$ cat src/rtl/sccmt_defs.vh
// register map, field positions, reset values and mode codes of the capture/compare timer
`ifndef SCCMT_DEFS_VH
`define SCCMT_DEFS_VH

// byte addresses on the register port
`define SCCMT_ADDR_TSC     8'h20
`define SCCMT_ADDR_CNT_HI  8'h22
`define SCCMT_ADDR_CNT_LO  8'h23
`define SCCMT_ADDR_MOD_HI  8'h24
`define SCCMT_ADDR_MOD_LO  8'h25
`define SCCMT_ADDR_CH0_SC  8'h26
`define SCCMT_CH_STRIDE    8'h03
`define SCCMT_NUM_CH       6

// timer status and control fields
`define SCCMT_TSC_OVF      7
`define SCCMT_TSC_OVIE     6
`define SCCMT_TSC_HALT     5
`define SCCMT_TSC_CRST     4
`define SCCMT_TSC_PS_HI    2
`define SCCMT_TSC_PS_LO    0

// channel status and control fields
`define SCCMT_CH_FLAG      7
`define SCCMT_CH_IE        6
`define SCCMT_CH_MSB       5
`define SCCMT_CH_MSA       4
`define SCCMT_CH_ELSB      3
`define SCCMT_CH_ELSA      2
`define SCCMT_CH_TOV       1
`define SCCMT_CH_MAX       0

// reset values
`define SCCMT_TSC_RST      8'h20
`define SCCMT_CHSC_RST     8'h00
`define SCCMT_MOD_RST      16'hFFFF
`define SCCMT_CNT_RST      16'h0000

// prescaler select code that picks the external clock pin
`define SCCMT_PS_EXT       3'h7

// edge/level select codes in output compare mode
`define SCCMT_OC_TOGGLE    2'h1
`define SCCMT_OC_CLEAR     2'h2
`define SCCMT_OC_SET       2'h3

`endif

$ cat src/rtl/sccmt_edge_sync.v
// samples the capture pins and the external clock pin and flags their edges
`timescale 1ns/1ps
module sccmt_edge_sync #(
	parameter W = 7
) (
	input  wire         mclk,
	input  wire         rst_n,
	input  wire [W-1:0] pin_in,
	output wire [W-1:0] rise,
	output wire [W-1:0] fall
);

	// pins arrive synchronous to mclk, so one sampling stage suffices
	reg [W-1:0] sampled;
	reg [W-1:0] prev;

	always @(posedge mclk or negedge rst_n) begin
		if (!rst_n) begin
			sampled <= {W{1'b0}};
			prev    <= {W{1'b0}};
		end else begin
			sampled <= pin_in;
			prev    <= sampled;
		end
	end

	// one pulse per edge: the pair differs for exactly one cycle
	assign rise = sampled & ~prev;
	assign fall = ~sampled & prev;

endmodule // sccmt_edge_sync

$ cat src/rtl/sccmt_prescaler.v
// divides the bus clock into seven rates or passes external clock edges as counter ticks
`timescale 1ns/1ps
`include "sccmt_defs.vh"
module sccmt_prescaler (
	input  wire       mclk,
	input  wire       rst_n,
	input  wire       clr,
	input  wire       run,
	input  wire [2:0] ps,
	input  wire       ext_rise,
	output reg        tick
);

	reg  [5:0] div;
	reg  [5:0] mask;

	// ps = n divides by 2**n; the tick comes when the low n bits are all ones
	always @* begin
		case (ps)
			3'h0:    mask = 6'h00;
			3'h1:    mask = 6'h01;
			3'h2:    mask = 6'h03;
			3'h3:    mask = 6'h07;
			3'h4:    mask = 6'h0F;
			3'h5:    mask = 6'h1F;
			3'h6:    mask = 6'h3F;
			default: mask = 6'h00;
		endcase
	end

	always @(posedge mclk or negedge rst_n) begin
		if (!rst_n) begin
			div  <= 6'h00;
			tick <= 1'b0;
		end else if (clr) begin
			div  <= 6'h00;
			tick <= 1'b0;
		end else if (!run) begin
			tick <= 1'b0;
		end else begin
			div <= div + 6'h01;
			if (ps == `SCCMT_PS_EXT) begin
				tick <= ext_rise;
			end else begin
				tick <= ((div & mask) == mask);
			end
		end
	end

endmodule // sccmt_prescaler

$ cat src/rtl/sccmt_top.v
// six channel capture/compare timer: counter, prescaler, channels and register port
//
// Functional notes
// - one 16-bit counter times all channels, free running or modulo up-count
// - the modulo limit comes from the high and low modulo registers
// - software may read the counter any time without disturbing the count
// - six channels, each set by software as capture or compare
// - prescaler select picks one of seven bus clock rates or the external clock
// - two edge select bits choose the capture edge polarity
// - an active capture edge copies the counter into the channel value registers
// - capture happens on every qualifying edge whatever the event flag holds
// - the captured count is stored two bus cycles after the pin event
// - a set channel flag requests an interrupt when its enable is set
// - reset leaves channel value registers untouched
// - compare match sets, clears or toggles the channel pin as configured
// - a compare match can request an interrupt like a capture
// - unbuffered compare uses the freshly written value at once
// - link bit on channel 0, 2 or 4 pairs it with the next odd channel
// - even registers rule first; an odd write takes over after next overflow
// - at each later overflow the most recently written pair becomes active
// - linked: even control rules the pair, odd control unused, odd pin freed
// - capture on rising, falling or any edge, chosen per channel
// - toggle-on-overflow bit toggles the channel pin at counter overflow in compare mode
// - halt bit stops counting, counter reset bit clears counter and prescaler
`timescale 1ns/1ps
`include "sccmt_defs.vh"
module sccmt_top (
	input  wire       mclk,
	input  wire       rst_n,
	input  wire [7:0] bus_addr,
	input  wire [7:0] bus_wdata,
	input  wire       bus_wr,
	input  wire       bus_rd,
	output reg  [7:0] bus_rdata,
	input  wire       external_timer_clock_pin,
	input  wire [5:0] chan_pin_in,
	output wire [5:0] chan_pin_out,
	output wire [5:0] chan_pin_oe_n,
	output reg        irq_overflow,
	output wire [5:0] irq_channel
);

	localparam NCH = `SCCMT_NUM_CH;
	localparam EXT_BIT = 6;

	reg  [7:0]       tsc;
	reg  [15:0]      cnt;
	reg  [15:0]      modulo_limit;
	reg  [7:0]       cnt_lo_latch;
	reg              lo_latched;
	reg              ovf_arm;
	reg              cnt_new;
	reg              ovf_ev;
	reg  [7:0]       ch_rd_or;
	integer          k;

	wire             tick;
	wire [6:0]       pin_rise;
	wire [6:0]       pin_fall;
	wire [8*NCH-1:0] ch_rd;
	wire [16*NCH-1:0] ch_val_w;
	wire [NCH-1:0]   ch_wr_w;
	wire [NCH-1:0]   link_w;

	wire             halt      = tsc[`SCCMT_TSC_HALT];
	wire [2:0]       prescaler_select = tsc[`SCCMT_TSC_PS_HI:`SCCMT_TSC_PS_LO];
	wire             w_tsc     = bus_wr && (bus_addr == `SCCMT_ADDR_TSC);
	wire             r_tsc     = bus_rd && (bus_addr == `SCCMT_ADDR_TSC);
	wire             crst_wr   = w_tsc && bus_wdata[`SCCMT_TSC_CRST];
	wire             next_ovf_flag;
	wire             overflow_flag       = tsc[`SCCMT_TSC_OVF];
	wire             overflow_irq_enable = tsc[`SCCMT_TSC_OVIE];
	// byte strobes of the counter and modulo pairs
	wire             w_mod_hi  = bus_wr && (bus_addr == `SCCMT_ADDR_MOD_HI);
	wire             w_mod_lo  = bus_wr && (bus_addr == `SCCMT_ADDR_MOD_LO);
	wire             r_cnt_hi  = bus_rd && (bus_addr == `SCCMT_ADDR_CNT_HI);
	wire             r_cnt_lo  = bus_rd && (bus_addr == `SCCMT_ADDR_CNT_LO);


	// bit 6 carries the external clock pin, bits 5:0 the channel pins
	sccmt_edge_sync #(
		.W (7)
	) u_sync (
		.mclk   (mclk),
		.rst_n  (rst_n),
		.pin_in ({external_timer_clock_pin, chan_pin_in}),
		.rise   (pin_rise),
		.fall   (pin_fall)
	);

	// counter reset clears the divider too, so the first tick after it is a full period
	sccmt_prescaler u_presc (
		.mclk     (mclk),
		.rst_n    (rst_n),
		.clr      (crst_wr),
		.run      (~halt),
		.ps       (prescaler_select),
		.ext_rise (pin_rise[EXT_BIT]),
		.tick     (tick)
	);

	// counter; a modulo limit of all ones gives free-running behaviour
	// limitation: there is no separate free-run mode, software leaves the limit at all ones
	// cnt_new marks the one cycle in which the channels may look for a match
	always @(posedge mclk or negedge rst_n) begin
		if (!rst_n) begin
			cnt     <= `SCCMT_CNT_RST;
			cnt_new <= 1'b0;
			ovf_ev  <= 1'b0;
		end else begin
			cnt_new <= 1'b0;
			ovf_ev  <= 1'b0;
			if (crst_wr) begin
				cnt <= `SCCMT_CNT_RST;
			// halt is tested here as well, so a tick already in flight is dropped
			end else if (tick && !halt) begin
				cnt_new <= 1'b1;
				if (cnt == modulo_limit) begin
					cnt    <= `SCCMT_CNT_RST;
					ovf_ev <= 1'b1;
				end else begin
					cnt <= cnt + 16'h0001;
				end
			end
		end
	end

	// flag clears by reading it set then writing zero; a same-cycle overflow wins
	assign next_ovf_flag = ovf_ev |
		(overflow_flag & ~(w_tsc & ovf_arm & ~bus_wdata[`SCCMT_TSC_OVF]));

	always @(posedge mclk or negedge rst_n) begin
		if (!rst_n) begin
			tsc          <= `SCCMT_TSC_RST;
			ovf_arm      <= 1'b0;
			irq_overflow <= 1'b0;
			modulo_limit <= `SCCMT_MOD_RST;
		end else begin
			tsc[`SCCMT_TSC_OVF] <= next_ovf_flag;
			// the request follows the flag with no extra delay
			irq_overflow        <= next_ovf_flag & overflow_irq_enable;
			// any write drops the arm, so a clear needs a fresh read of the set flag
			if (w_tsc) begin
				tsc[6:5] <= bus_wdata[6:5];
				tsc[2:0] <= bus_wdata[2:0];
				ovf_arm  <= 1'b0;
			end else if (r_tsc && overflow_flag) begin
				ovf_arm <= 1'b1;
			end
			// the reset bit is a strobe and bit 3 is unused: both stay zero
			tsc[4:3] <= 2'h0;
			// each modulo byte takes effect on its own write
			if (w_mod_hi) begin
				modulo_limit[15:8] <= bus_wdata;
			end
			if (w_mod_lo) begin
				modulo_limit[7:0] <= bus_wdata;
			end
		end
	end

	// reading the high byte freezes the low byte, so a two-byte read is coherent
	// a low read with no high read before it shows the live low byte
	always @(posedge mclk or negedge rst_n) begin
		if (!rst_n) begin
			cnt_lo_latch <= 8'h00;
			lo_latched   <= 1'b0;
		end else if (r_cnt_hi) begin
			cnt_lo_latch <= cnt[7:0];
			lo_latched   <= 1'b1;
		end else if (r_cnt_lo) begin
			lo_latched <= 1'b0;
		end
	end

	genvar i;
	generate
		for (i = 0; i < NCH; i = i + 1) begin : g_ch
			// address arithmetic in integer, cut to the byte address on purpose
			localparam integer A_SC_I = `SCCMT_ADDR_CH0_SC + i * `SCCMT_CH_STRIDE;
			localparam [7:0] A_SC = A_SC_I[7:0];
			localparam [7:0] A_HI = A_SC + 8'h01;
			localparam [7:0] A_LO = A_SC + 8'h02;

			reg  [7:0]  sc;
			reg  [15:0] val;
			reg         arm;
			reg         pin;
			reg         oe_n;
			reg         irq;
			wire [15:0] cmp_val;
			wire        freed;
			wire        buffered;

			wire w_sc = bus_wr && (bus_addr == A_SC);
			wire w_hi = bus_wr && (bus_addr == A_HI);
			wire w_lo = bus_wr && (bus_addr == A_LO);
			wire r_sc = bus_rd && (bus_addr == A_SC);
			wire r_hi = bus_rd && (bus_addr == A_HI);
			wire r_lo = bus_rd && (bus_addr == A_LO);

			wire [1:0] els      = sc[`SCCMT_CH_ELSB:`SCCMT_CH_ELSA];
			wire       channel_event_flag = sc[`SCCMT_CH_FLAG];
			wire       ch_irq_en          = sc[`SCCMT_CH_IE];
			wire       toggle_on_overflow = sc[`SCCMT_CH_TOV];

			wire       mode_in  = !freed && (sc[`SCCMT_CH_MSB:`SCCMT_CH_MSA] == 2'h0);
			wire       mode_out = !freed && (buffered || sc[`SCCMT_CH_MSB:`SCCMT_CH_MSA] == 2'h1);
			// an edge counts only in capture mode; both select bits give any edge
			wire       cap_rise = els[0] && pin_rise[i];
			wire       cap_fall = els[1] && pin_fall[i];
			wire       cap_ev   = mode_in && (cap_rise || cap_fall);
			// match only after a count step, so a halted counter on the value matches once
			wire       match    = mode_out && cnt_new && (cnt == cmp_val);
			wire       next_flag = cap_ev | match |
				(channel_event_flag & ~(w_sc & arm & ~bus_wdata[`SCCMT_CH_FLAG]));

			if (i % 2 == 0) begin : g_even
				// active_odd: which register pair drives the compare
				reg active_odd;
				// pending_odd: which register pair was written last
				reg pending_odd;

				assign buffered = sc[`SCCMT_CH_MSB];
				assign freed    = 1'b0;
				assign cmp_val  = (buffered && active_odd) ? ch_val_w[16*(i+1) +: 16] : val;

				always @(posedge mclk or negedge rst_n) begin
					if (!rst_n) begin
						active_odd  <= 1'b0;
						pending_odd <= 1'b0;
					end else if (!buffered) begin
						active_odd  <= 1'b0;
						pending_odd <= 1'b0;
					end else begin
						// a write is remembered at once, but the source swaps only at overflow,
						// so one compare period never switches between the two register pairs
						if (ch_wr_w[i+1]) begin
							pending_odd <= 1'b1;
						end else if (ch_wr_w[i]) begin
							pending_odd <= 1'b0;
						end
						if (ovf_ev) begin
							active_odd <= pending_odd;
						end
					end
				end
			end else begin : g_odd
				// a freed odd channel neither captures nor compares, and releases its pin
				assign buffered = 1'b0;
				assign freed    = link_w[i-1];
				assign cmp_val  = val;
			end

			// the value registers carry no reset so captured data survives it
			// capture wins over a software write landing in the same cycle
			always @(posedge mclk) begin
				if (cap_ev) begin
					val <= cnt;
				end else if (w_hi) begin
					val[15:8] <= bus_wdata;
				end else if (w_lo) begin
					val[7:0] <= bus_wdata;
				end
			end

			always @(posedge mclk or negedge rst_n) begin
				if (!rst_n) begin
					sc   <= `SCCMT_CHSC_RST;
					arm  <= 1'b0;
					irq  <= 1'b0;
					pin  <= 1'b0;
					// pins start released so nothing is driven before software picks a mode
					oe_n <= 1'b1;
				end else begin
					sc[`SCCMT_CH_FLAG] <= next_flag;
					irq <= next_flag & ch_irq_en;
					if (w_sc) begin
						sc[6:0] <= bus_wdata[6:0];
						// only even channels own a link bit
						if (i % 2 == 1) begin
							sc[`SCCMT_CH_MSB] <= 1'b0;
						end
						arm <= 1'b0;
					end else if (r_sc && channel_event_flag) begin
						arm <= 1'b1;
					end
					oe_n <= !(mode_out && els != 2'h0);
					// a match outranks toggle-on-overflow when both fall in one cycle
					if (mode_out && match) begin
						case (els)
							`SCCMT_OC_TOGGLE: pin <= ~pin;
							`SCCMT_OC_CLEAR:  pin <= 1'b0;
							`SCCMT_OC_SET:    pin <= 1'b1;
							default:          pin <= pin;
						endcase
					end else if (mode_out && ovf_ev && toggle_on_overflow) begin
						pin <= ~pin;
					end
				end
			end

			assign ch_val_w[16*i +: 16] = val;
			assign ch_wr_w[i]           = w_hi | w_lo;
			assign link_w[i]            = buffered;
			assign chan_pin_out[i]      = pin;
			assign chan_pin_oe_n[i]     = oe_n;
			assign irq_channel[i]       = irq;
			// an unselected channel reads zero so the read mux can simply or them
			assign ch_rd[8*i +: 8]      = r_sc ? sc :
				(r_hi ? val[15:8] :
				(r_lo ? val[7:0] : 8'h00));
		end
	endgenerate

	// channel read data: at most one channel decodes, the rest contribute zero
	always @* begin
		ch_rd_or = 8'h00;
		for (k = 0; k < NCH; k = k + 1) begin
			ch_rd_or = ch_rd_or | ch_rd[8*k +: 8];
		end
	end

	// read data stands in the cycle after the strobe only; unmapped reads give zero
	always @(posedge mclk or negedge rst_n) begin
		if (!rst_n) begin
			bus_rdata <= 8'h00;
		end else if (!bus_rd) begin
			bus_rdata <= 8'h00;
		end else begin
			case (bus_addr)
				`SCCMT_ADDR_TSC:    bus_rdata <= tsc;
				`SCCMT_ADDR_CNT_HI: bus_rdata <= cnt[15:8];
				// the low byte comes from the latch while a high read holds it
				`SCCMT_ADDR_CNT_LO: bus_rdata <= lo_latched ? cnt_lo_latch : cnt[7:0];
				`SCCMT_ADDR_MOD_HI: bus_rdata <= modulo_limit[15:8];
				`SCCMT_ADDR_MOD_LO: bus_rdata <= modulo_limit[7:0];
				default:            bus_rdata <= ch_rd_or;
			endcase
		end
	end

endmodule // sccmt_top
$ cat config.mk
export PLATFORM = sky130hd
export DESIGN_NAME = sccmt_top
export DESIGN_NICKNAME = d
export VERILOG_FILES = /design/src/rtl/sccmt_edge_sync.v /design/src/rtl/sccmt_prescaler.v /design/src/rtl/sccmt_top.v
export VERILOG_INCLUDE_DIRS = /design/src /design/src/rtl
export SDC_FILE = /design/constraint.sdc
export NUM_CORES = 1
export LEC_CHECK = 0
export BUFFER_PORTS_ARGS = -buffer_cell sky130_fd_sc_hd__buf_2
export CAP_MARGIN = 0
export CORE_MARGIN = 4
export CORE_UTILIZATION = 55
export DETAILED_ROUTE_END_ITERATION = 12
export HOLD_SLACK_MARGIN = 0.02
export PLACE_DENSITY = 0.73
export SLEW_MARGIN = 25
export SYNTH_ARGS = -nofsm -noshare
export SYNTH_HDL_FRONTEND = slang
export SYNTH_SLANG_ARGS = --single-unit
$ cat constraint.sdc
create_clock -name mclk -period 2.79 [get_ports mclk]
set_input_delay 0 -clock mclk [delete_from_list [all_inputs] [get_ports mclk]]
set_output_delay 0 -clock mclk [all_outputs]
set_load 0.01 [all_outputs]
Word level (Yosys, flattened, before mapping):

Cells that the tools add are included.

* flip-flop bits (word level): 251
* input port bits: 27
* word-level logic and storage cells: 516
* output and inout port bits: 27

* bitwise logic cells: 71
* mux-type cells: 111
* equal/unequal tests: 78
* add/sub/neg operators: 2
* reduce and logical (&&, ||, !) cells: 184

Operators by type and width (number)
* 8-bit 2-to-1 mux: 38
* 16-bit 2-to-1 mux: 12
* 8-bit by 6-bit equality test with 1-bit output (second input constant): 23
* 1-bit logical AND: 114
* 16-bit equality test: 7
* 2-bit nonzero test: 33
* 1-bit 2-to-1 mux: 51
* 8-bit bitwise OR: 5
* 8-bit one-hot mux with 5 select lines: 1
* 6-bit one-hot mux with 6 select lines: 1
* 1-bit AND: 28
* 2-bit equality test (second input constant): 12
* 4-bit by 1-bit inequality test with 1-bit output (second input constant): 6
* 2-bit AND reduction: 12
* 1-bit bitwise OR: 19
* 2-bit by 1-bit equality test with 1-bit output (second input constant): 9
* 1-bit one-hot mux with 3 select lines: 6
* 16-bit by 1-bit adder with 16-bit output (second input constant): 1
* 2-bit by 1-bit inequality test with 1-bit output (second input constant): 7
* 1-bit NOT: 14
* 6-bit AND: 2
* 3-bit equality test (second input constant): 4
* 2-bit zero test: 6
* 6-bit 2-to-1 mux: 2
* other kinds (11): 33

Logic depth before layout (Yosys ltp):

Gate-level depths: netlist of the first run.

* depth after elaboration: 12
* gate-level depth with buffers: 10
* depth with buffers taken out: 8

Cells and area by module:

A second synthesis of the first run with hierarchy kept.

* cells, all modules: 1346
* area total of the unflattened synthesis: 14549.0 µm²

Modules (own cells, without submodules)
* sccmt_top: instances 1, sequential area each 6264.8 µm², area each 13689.4 µm², cells an instance 1279
* sccmt_edge_sync: instances 1, sequential area each 350.3 µm², area each 473.0 µm², cells an instance 28
* sccmt_prescaler: instances 1, sequential area each 175.2 µm², area each 386.6 µm², cells an instance 39

Worst setup path after synthesis of the first run:

No wires, ideal clock.

* path type: flip-flop to flip-flop
* from: register g_ch[4].sc[3]
* to: register g_ch[4].val[10], enable pin
* slack: 0.379 ns
* setup time: 0.375 ns
* required time: 2.415 ns
* period minus slack after synthesis: 2.411 ns
* stages on the path, launching flop included: 6
* arrival: 2.036 ns
* path buffers: 1
* cell sequence: dfrtp_1 > nand2_1 > o22a_1 > nor3_1 > clkbuf_1 > o21bai_1

* longest elaborated chain between the ends: 4

Ends and longest elaborated chain
* start, declared: RTL line sccmt_top.v:185 `reg [7:0] sc;`
* start signal, assigned: RTL line sccmt_top.v:269 `` sc <= `SCCMT_CHSC_RST; ``
* start signal, assigned by index: RTL line sccmt_top.v:276 `` sc[`SCCMT_CH_FLAG] <= next_flag; ``
* start signal, assigned: RTL line sccmt_top.v:279 `sc[6:0] <= bus_wdata[6:0];`
* 1-bit logical AND: RTL line sccmt_top.v:211 `wire cap_fall = els[1] && pin_fall[i];`
* 1-bit logical OR: RTL line sccmt_top.v:212 `wire cap_ev = mode_in && (cap_rise || cap_fall);`
* 1-bit logical AND: RTL line sccmt_top.v:212
* 2-bit nonzero test (no line)
* end signal, assigned: RTL line sccmt_top.v:259 `val <= cnt;`
* end signal, assigned: RTL line sccmt_top.v:261 `val[15:8] <= bus_wdata;`
* end, declared: RTL line sccmt_top.v:186 `reg [15:0] val;`

Every way passes these cells.
A chain may end at the register's enable or synchronous reset.

Worst setup path in the final report of the first run:

* from: register cnt[3]
* to: register g_ch[3].pin

* longest elaborated chain between the ends: 5
* elaborated cells on any way between the ends: 7
* those cells by class: eq/ne: 2; mux: 1; reduce/logical: 4

Ends and longest elaborated chain
* start, declared: RTL line sccmt_top.v:47 `reg [15:0] cnt;`
* start signal, assigned: RTL line sccmt_top.v:107 `` cnt <= `SCCMT_CNT_RST; ``
* start signal, assigned: RTL line sccmt_top.v:114 `` cnt <= `SCCMT_CNT_RST; ``
* start signal, assigned: RTL line sccmt_top.v:119 `` cnt <= `SCCMT_CNT_RST; ``
* 16-bit equality test *: RTL line sccmt_top.v:214 `wire match = mode_out && cnt_new && (cnt == cmp_val);`
* 1-bit logical AND *: RTL line sccmt_top.v:214
* 1-bit logical AND *: RTL line sccmt_top.v:290 `if (mode_out && match) begin`
* 4-bit by 1-bit inequality test with 1-bit output (no line) / 2-bit nonzero test (equally long branches)
* 2-bit AND reduction (no line)
* end signal, assigned: RTL line sccmt_top.v:292 `` `SCCMT_OC_TOGGLE: pin <= ~pin; ``
* end signal, assigned: RTL line sccmt_top.v:295 `default: pin <= pin;`
* end signal, assigned: RTL line sccmt_top.v:298 `pin <= ~pin;`
* end, declared: RTL line sccmt_top.v:188 `reg pin;`

Mark *: on every way between the ends. The rest lies on a longest branch, timed or not.

==> out/results.txt, run 1 <==
The core region is 25,200 um2. The number of distinct library cells after synthesis is 71. Timing analysis after detailed placement gives a worst setup slack of 260 ps. In this run the worst path has a maximum fanout of 11. Yosys printed 0 warnings. Among all flip-flop cells after synthesis, the most frequent one is dfrtp_1. For the final wirelength, the log shows 54.2 mm. The number of flip-flops and latches in the synthesized netlist works out to 251. Count of final max-slew check failures: 0. The first detailed-routing pass took 6 iterations. The detailed router placed 11,850 vias in this run.

After synthesis, the share of flip-flops with an asynchronous set or reset is 61.8%. Counting flops with a built-in enable in the synthesized netlist gives 96. Average detailed-routed wire length per instance: 30.8 um. The count of buffers added on input and output ports is 53.

In this run the vertical extent of the chip is 168 um. The post-synthesis instance area is 14,100 um2. Number of instances in the placed design: 1,687. Clock-pin slew was measured on the worst setup and hold paths at 60 ps.

Area growth from synthesis to final layout: 15.5%. The DRC violation total after the first TritonRoute iteration is 1,917, and the transition time of the tightest slew-check pin is 988 ps. The utilization of the core after routing is 64.7%. The number of buffers on the longest clock path was 3. The run gives 3010 ps as the signal arrival time at the worst endpoint. The slack of the critical path was 204 ps; the final period demand of the worst path was 2590 ps. The average cell area after synthesis came out at 10.7 um2.

At the end of routability-driven placement, the weighted congestion stood at 1.04. The accumulated negative setup slack was 0 ps. The clock latency reported for the late side of the worst-skew pair came out at 560 ps.

In the global route stage, met3 resource usage came out at 9.93%. STA classifies the critical path startpoint as a flop. Summed over all cells, the static leakage comes to 6.82 nW. Setup repair after global routing left no endpoint under its margin.

Based on the critical path, the design can be clocked at up to 387 MHz. The via density per instance came out at 6.74. STA classifies the critical path endpoint as a flop. The power per unit of standard cell area was 658 nW/um2; the fraction of final layout cells sized beyond drive strength 1 was 27.0%. The initial antenna violation count is 3. For met1 alone, demand over resource in global routing was 54.1%.

TritonCTS built the clock tree. Number of top-level design ports: 54. Headroom to the max-slew limit: 33.8%. In this run the cell area measured after placement is 15,000 um2.

The filler cells instantiated in the layout total 1,940. The tree is rooted in a clkbuf_16. The flow ran to the end, and the final reports show no timing, DRC or antenna violations.

Via count of the first global-routing pass: 11,538. The share of the Yosys chip area taken by registers is 48.1%. The final setup violation count is 0, and the number of standard cells in the final layout excluding fillers is 1,759. By startpoint and endpoint, the worst setup path is classified as reg -> reg.

By area the synthesized netlist is led by dfrtp_1, edfxtp_1, mux2_2. The tools report the total count of hold-check failures in the final report as 0. The most used routing layer is met2. Dividing the final minimum period by the clock period gives 92.7%.

Summed over its instances, the top area cell type makes up 23.4% of the synthesized netlist area. The global router's overall resource usage came out at 37.8%. Once the floorplan was initialized, standard cells occupied 56.0% of the core. Row generation in the floorplan step produced 58 rows. The source of the critical timing path was cnt[3]$_DFFE_PN0P_. The die is 168 um wide. STA puts the critical path data required time at 3210 ps. The number of instances in the synthesized netlist is 1,322. The global-route met2 utilization was 55.5%; the peak supply drop was 517 uV. The wire-length estimate of the detail-placed layout is 38.6 mm. The tools report the total congestion overflow after global routing as 0. The kind of path behind the tightest hold check was in -> async.

The clock net in this run drives a total of 251 sinks. Entering global routing, the biggest net connects 77 pins. Clock skew on the completed layout was measured at 11.9 ps. The commonest cells after synthesis are mux2_2, dfrtp_1, nand2_1.

Counting every net in the synthesized netlist gives 1,359. The most repeated cell in the gate-level netlist after synthesis is mux2_2. The largest total area in the synthesized netlist belongs to dfrtp_1. Once detail routing completed, the nets flagged for antenna violations numbered 0. The die covers 28,300 um2. Counting the buffers created by CTS gives 28. The logs give 16,300 um2 for the area of all placed cells without fillers and 0 for the max-capacitance violation count. After detailed routing, the number of remaining DRC violations is 0. The run gives 1 as the CTS H-tree depth. The startpoint identified for the worst register-to-register timing path is cnt[3]$_DFFE_PN0P_. At the end of the flow, the number of nets in the layout was 1,442. The wire length of the first global-routing pass came out at 79.2 mm.
-- critical path, cell delays in order, from the launching register on --
cell	delay [ps]
dfrtp_1	610
buf_4	340
xnor2_1	150
nand2_1	150
nor4_1	290
and3_1	350
o21ai_0	190
o32ai_1	300
a21oi_1	70
-- stage by stage --
stage	power [mW]	hold WS [ps]
floorplan	5.67	-296
global placement	6.40	73.8
detailed placement	6.43	80.7
CTS	10.7	32.1
global route	11.0	71.7
finish	10.7	48.7
-- power by group --
group | total, mW | internal, mW | switching [mW]
clock | 4.27 | 2.69 | 1.58
sequential | 4.66 | 4.18 | 0.482
combinational | 1.80 | 0.763 | 1.03
-- path summary, 6_finish.rpt --
path / cells past startpoint / slack, ps / end
max in group asynchronous: 3 / 1850 / g_ch[1].oe_n$_DFF_PN1_
worst max-delay path: 8 / 200 / g_ch[3].pin$_DFFE_PN0P_
worst max register to register: 8 / 200 / g_ch[3].pin$_DFFE_PN0P_
worst min register to register: 0 / 390 / u_sync.prev[6]$_DFF_PN0_
min in group mclk: 5 / 60 / ovf_arm$_DFFE_PN0P_
worst min-delay path: 2 / 50 / u_presc.div[1]$_DFFE_PN0P_
-- logic make-up after synthesis --
logic type      Yosys count  synth area share [%]
mux                     186                  14.5
fa+ha+maj                10                 0.887
buf+inv                 138                  4.44
xor+xnor                106                  6.58
flops                   251                  48.1
compound gates          258                  12.5
simple gates            373                  12.9
-- layout make-up --
type                       instances  area [um2]  area share (%)
sequential                       251        6790            41.7
multi-input combinational        933        6720            41.2
timing repair buffer             168        1200            7.40
clock buffer                      42         866            5.31
tap                              330         413            2.53
clock inverter                    10         208            1.27
inverter                          23        86.3           0.530
antenna                            2        5.00          0.0307
-- sequential cells by signal, indices dropped and copies added (netlist names), 3 cells and up --
register,flops
bus_rdata,8
cnt,16
cnt_lo_latch,8
g_ch.arm,6
g_ch.cmp_val,48
g_ch.g_even.active_odd,3
g_ch.g_even.pending_odd,3
g_ch.irq,6
g_ch.oe_n,6
g_ch.pin,6
g_ch.sc,45
g_ch.val,48
modulo_limit,16
tsc,6
u_presc.div,6
u_sync.prev,7
u_sync.sampled,7
-- repair_timing --
action | 4_1_cts | 5_1_grt
buffers inserted | 0 | 0
hold endpoints to repair | 104 | 0
setup endpoints to repair | 0 | 3
gates resized for setup | 0 | 3
hold buffers | 18 | 0
-- per-layer routing --
metal  vias to the layer above  share of wire (%)  routed length (um)
met1                      5893                 40               21600
met3                       164                 12                6660
met5                         -             0.0055                   3
met4                         2                5.1                2770
li1                       4980                  -                   -
met2                       811                 43               23200
-- cell usage in the layout, fill, tap and decap left out, types with 36 or more instances in the layout --
cell type and instances:
buf_4 95, nand3_1 40, nor2_1 78, edfxtp_1 96, mux2_2 149, a21oi_1 36, dfrtp_1 129, mux2i_1 37
xnor2_1 65, o21ai_0 66, nand2_1 105, buf_2 52, xor2_1 41
Power figures use the tool's default switching activity.
==> inputs of run 2 (changes only) <==
--- a/config.mk
+++ b/config.mk
@@ -8,2 +8,3 @@
 export LEC_CHECK = 0
+export ABC_AREA = 1
 export BUFFER_PORTS_ARGS = -buffer_cell sky130_fd_sc_hd__buf_2
--- a/constraint.sdc
+++ b/constraint.sdc
@@ -3,2 +3,2 @@
 set_output_delay 0 -clock mclk [all_outputs]
-set_load 0.01 [all_outputs]
+set_load 0.1 [all_outputs]
==> run 2 against run 1 <==
Against the previous run: global-route usage increased by 2.9 points; combinational power decreased by 53%; total power decreased by 18%; clock power decreased by 10%; worst setup slack improved by 150 ps; sequential share of layout area decreased by 2.4 points; via count increased by 28%; die area increased by 8.5%; wire length increased by 17%; synthesized cell count increased by 53%; count of clock-buffer cells in the layout decreased by 5; first-iteration DRC count increased by 19%; critical endpoint is now bus_rdata[3]$_DFF_PN0_; largest cell class is now multi-input combinational cells; largest power group unchanged.
==> out/results.txt, run 2 <==
In the layout the commonest cells are nand2_1, o21ai_0, nand3_1, nor2_1, inv_1. The count of final max-slew check failures is 0, and the power per unit of standard cell area is 508 nW/um2. On the worst path, the slowest cell contributes a delay of 560 ps. For the global-route met2 utilization, the log shows 62.3%.

The number of buffers on the longest clock path came out at 3. STA classifies the critical path startpoint as an input pin. The tools report the element type at the critical path end as a flop.

Average detailed-routed wire length per instance: 25.5 um. Cell repeated most along the worst path: nor2_1. The library cell used most frequently in the layout, excluding fill and tap cells, is nand2_1. The die covers 30,700 um2. In this run, CTS created clock tree buffers numbering 28. The run finished with clean final reports.

The run gives 1.08 as the weighted congestion at the end of routability-driven global placement. TritonCTS built the clock tree. After layout, the minimum clock period comes to 2440 ps. The via count of the first global-routing pass is 14,654. 54 I/O pins were placed. Area growth from synthesis to final layout: 12.6%.

Counting flops and latches in the post-synthesis netlist gives 251. The run gives 60 as the row count. The number of optimization iterations in the first detailed-route pass is 6, and the number of flops mapped to enable cells by yosys is 96.

For met1 alone, demand over resource in global routing was 51.5%. The tools report the CTS H-tree depth as 1. The logs give 0 for the max-capacitance violation count and 251 for the clock sink total. Synthesis produced a netlist whose cell count is 2,022. The wire length of the first global-routing pass came out at 92.9 mm. The most common cell in the synthesized netlist is nand2_1.

STA puts the critical path data required time at 3280 ps. Derived from the worst setup path, the maximum achievable clock frequency is 410 MHz. Setup repair after global routing left no endpoint under its margin. Cells fill 63.5% of the core in the end. Post-synthesis instance area: 15,400 um2. The slowest stage of the critical path belongs to the cell dlygate4sd3_1.

Footprint of the flip-flops and latches: 6790 um2. The via total after detailed routing is 15,204, and the detailed placer's ending HPWL is 46.0 mm. After synthesis, the netlist uses 58 different library cells.

Summed over all failing endpoints, the final setup total negative slack is 0 ps. The DRC violation total after the first TritonRoute iteration was 2,288; the y dimension of the die was 175 um. For the leakage power of the design, the log shows 7.93 nW. In this run the tool buffered the top-level ports with 53 buffer cells. In this run the worst path has a maximum fanout of 12. Once the floorplan was initialized, standard cells occupied 56.4% of the core. Summed over its instances, the top area cell type makes up 21.5% of the synthesized netlist area. In the routed design, unresolved DRC markers number 0.

Of all cell types, the one taking the most synthesized area is dfrtp_1. The net count of the finished layout is 2,130. The count of buffers added by post-CTS timing repair for setup was 0; the part of the cycle the worst path needs was 87.4%. Entering global routing, the biggest net connects 68 pins.

The initial antenna violation count was 0; the global router's overall resource usage was 40.7%. The average cell area after synthesis was 7.60 um2. After synthesis, the cell types taking the most area are dfrtp_1, edfxtp_1, nand2_1. Setup violations remaining at the end of the flow were counted as 0. The tree is rooted in a clkbuf_16. In this run the most used layer during global routing was met2. The critical path goes through dlygate4sd3_1, buf_2, nor2_4, dlygate4sd3_1, nand2_1, nor2_4, nand3_1, o21ai_0, nor2_1, nand3_1, nor2_1, nor2_1.

The via density per instance works out to 6.11. The predominant post-synthesis flop cell is dfrtp_1. The die is 175 um wide. The residual antenna-violating net count after detailed routing came out at 0. The tools report the area of the core as 27,300 um2. In the synthesized netlist the async set-or-reset flop fraction comes to 61.8%. The clock latency reported for the late side of the worst-skew pair was 570 ps. The run gives 2,059 as the total nets after synthesis.

Peak supply drop: 582 uV. After detailed routing, the total wire length is 63.3 mm. By count the netlist is led by nand2_1, o21ai_0, nand3_1. The final-layout fill cell count was 2,465.

Startpoint-to-endpoint class of the critical path: in -> reg. The clock-pin slew on the worst setup and hold paths is 60 ps. The headroom to the max-slew limit was 50.5%; the fraction of final layout cells sized beyond drive strength 1 was 13.7%. The number of synthesis warnings is 0. The transition time of the tightest slew-check pin was 742 ps; the total count of hold-check failures in the final report was 0. The area of combinational cells with multiple inputs came out at 7370 um2. For the post-synthesis sequential area ratio, the log shows 44.2%.

The worst hold path belongs to the class in -> reg. Global routing used 9.91% of the available met3 tracks. The logs give 2930 ps for the signal arrival time at the worst endpoint and 0 for the total congestion overflow after global routing.

The run gives 17.1 ps as the largest clock skew in the final design.
run 2: cell count changes in the layout (fill, tap and decap cells not counted), moves of 16 or more:
cell,before,now
a22oi_1,30,0
buf_4,95,68
nand2_1,105,616
mux2_2,149,0
nand4_1,20,42
mux2i_1,37,0
nand3_1,40,181
nor2_1,78,176
nor2b_1,18,0
o21ai_0,66,217
nand2b_1,17,1
xnor2_1,65,26
inv_1,22,156
run 2: repair_timing:
item,CTS,global route
endpoints found under the hold margin,140,0
setup endpoints to repair,0,1
hold buffers,24,0
gates resized for setup,0,1
run 2: final timing paths:
| path | slack, ps | depth (start not counted) | startpoint | to |
|---|---|---|---|---|
| worst min-delay path | 30 | 5 | bus_addr[4] | g_ch[4].g_even.pending_odd$_DFFE_PN0P_ |
| worst max-delay path | 350 | 12 | bus_addr[6] | bus_rdata[3]$_DFF_PN0_ |
| min in group asynchronous | 460 | 3 | rst_n | cnt[2]$_DFFE_PN0P_ |
| worst max register to register | 400 | 13 | g_ch[0].g_even.active_odd$_DFFE_PN0P_ | g_ch[0].pin$_DFFE_PN0P_ |
| worst min register to register | 390 | 0 | u_sync.sampled[6]$_DFF_PN0_ | u_sync.prev[6]$_DFF_PN0_ |
| max in group asynchronous | 1420 | 4 | rst_n | modulo_limit[7]$_DFFE_PN1P_ |
run 2: logic make-up after synthesis:
logic type                 after synthesis  share of synthesized area, %
and+or+nand+nor                       1124                          32.8
AOI/OAI and AO/OA                      306                          11.2
buffers and inverters                  276                          7.88
DFF                                    251                          44.2
xor gates and xnor gates                55                          3.14
adders and majority gates               10                         0.814
run 2: critical path: cells and delay by family:
family                 cells  cell delay (ps)
buffers and inverters      3             1250
and+or+nand+nor            8             1290
AOI/OAI and AO/OA          1              370
run 2: power breakdown:
part / leakage (nW) / total, mW / internal [mW] / switching (mW)
registers: 2.91 / 4.12 / 3.99 / 0.127
logic: 4.54 / 0.838 / 0.226 / 0.613
clock network: 0.486 / 3.83 / 2.18 / 1.64
run 2: stage by stage:
step	area [um2]	total power [mW]	cells	worst slack, ps	hold WS (ps)
after floorplan	15400	4.63	2022	994	-296
after global placement	16100	4.95	2411	514	-26.3
after detailed placement	16100	4.96	2411	436	-8.98
after CTS	17300	8.76	2487	291	30.2
after global routing	17300	9.03	2487	127	48.7
final	17300	8.78	2488	351	33.5
run 2: layout make-up:
class	instances	area share, %
multi-input cells	1495	42.6
flip-flops and latches	251	39.3
repair buffers	147	6.20
clock buffers	37	4.98
inverters	170	3.73
well taps	372	2.69
clock inverters	15	0.528
diodes	1	0.0145
run 2: routing by layer:
layer | up-vias | share of wire, %
li1 | 6794 | -
met3 | 302 | 12
met5 | - | 0
met4 | 0 | 8.9
met2 | 1054 | 43
met1 | 7054 | 36
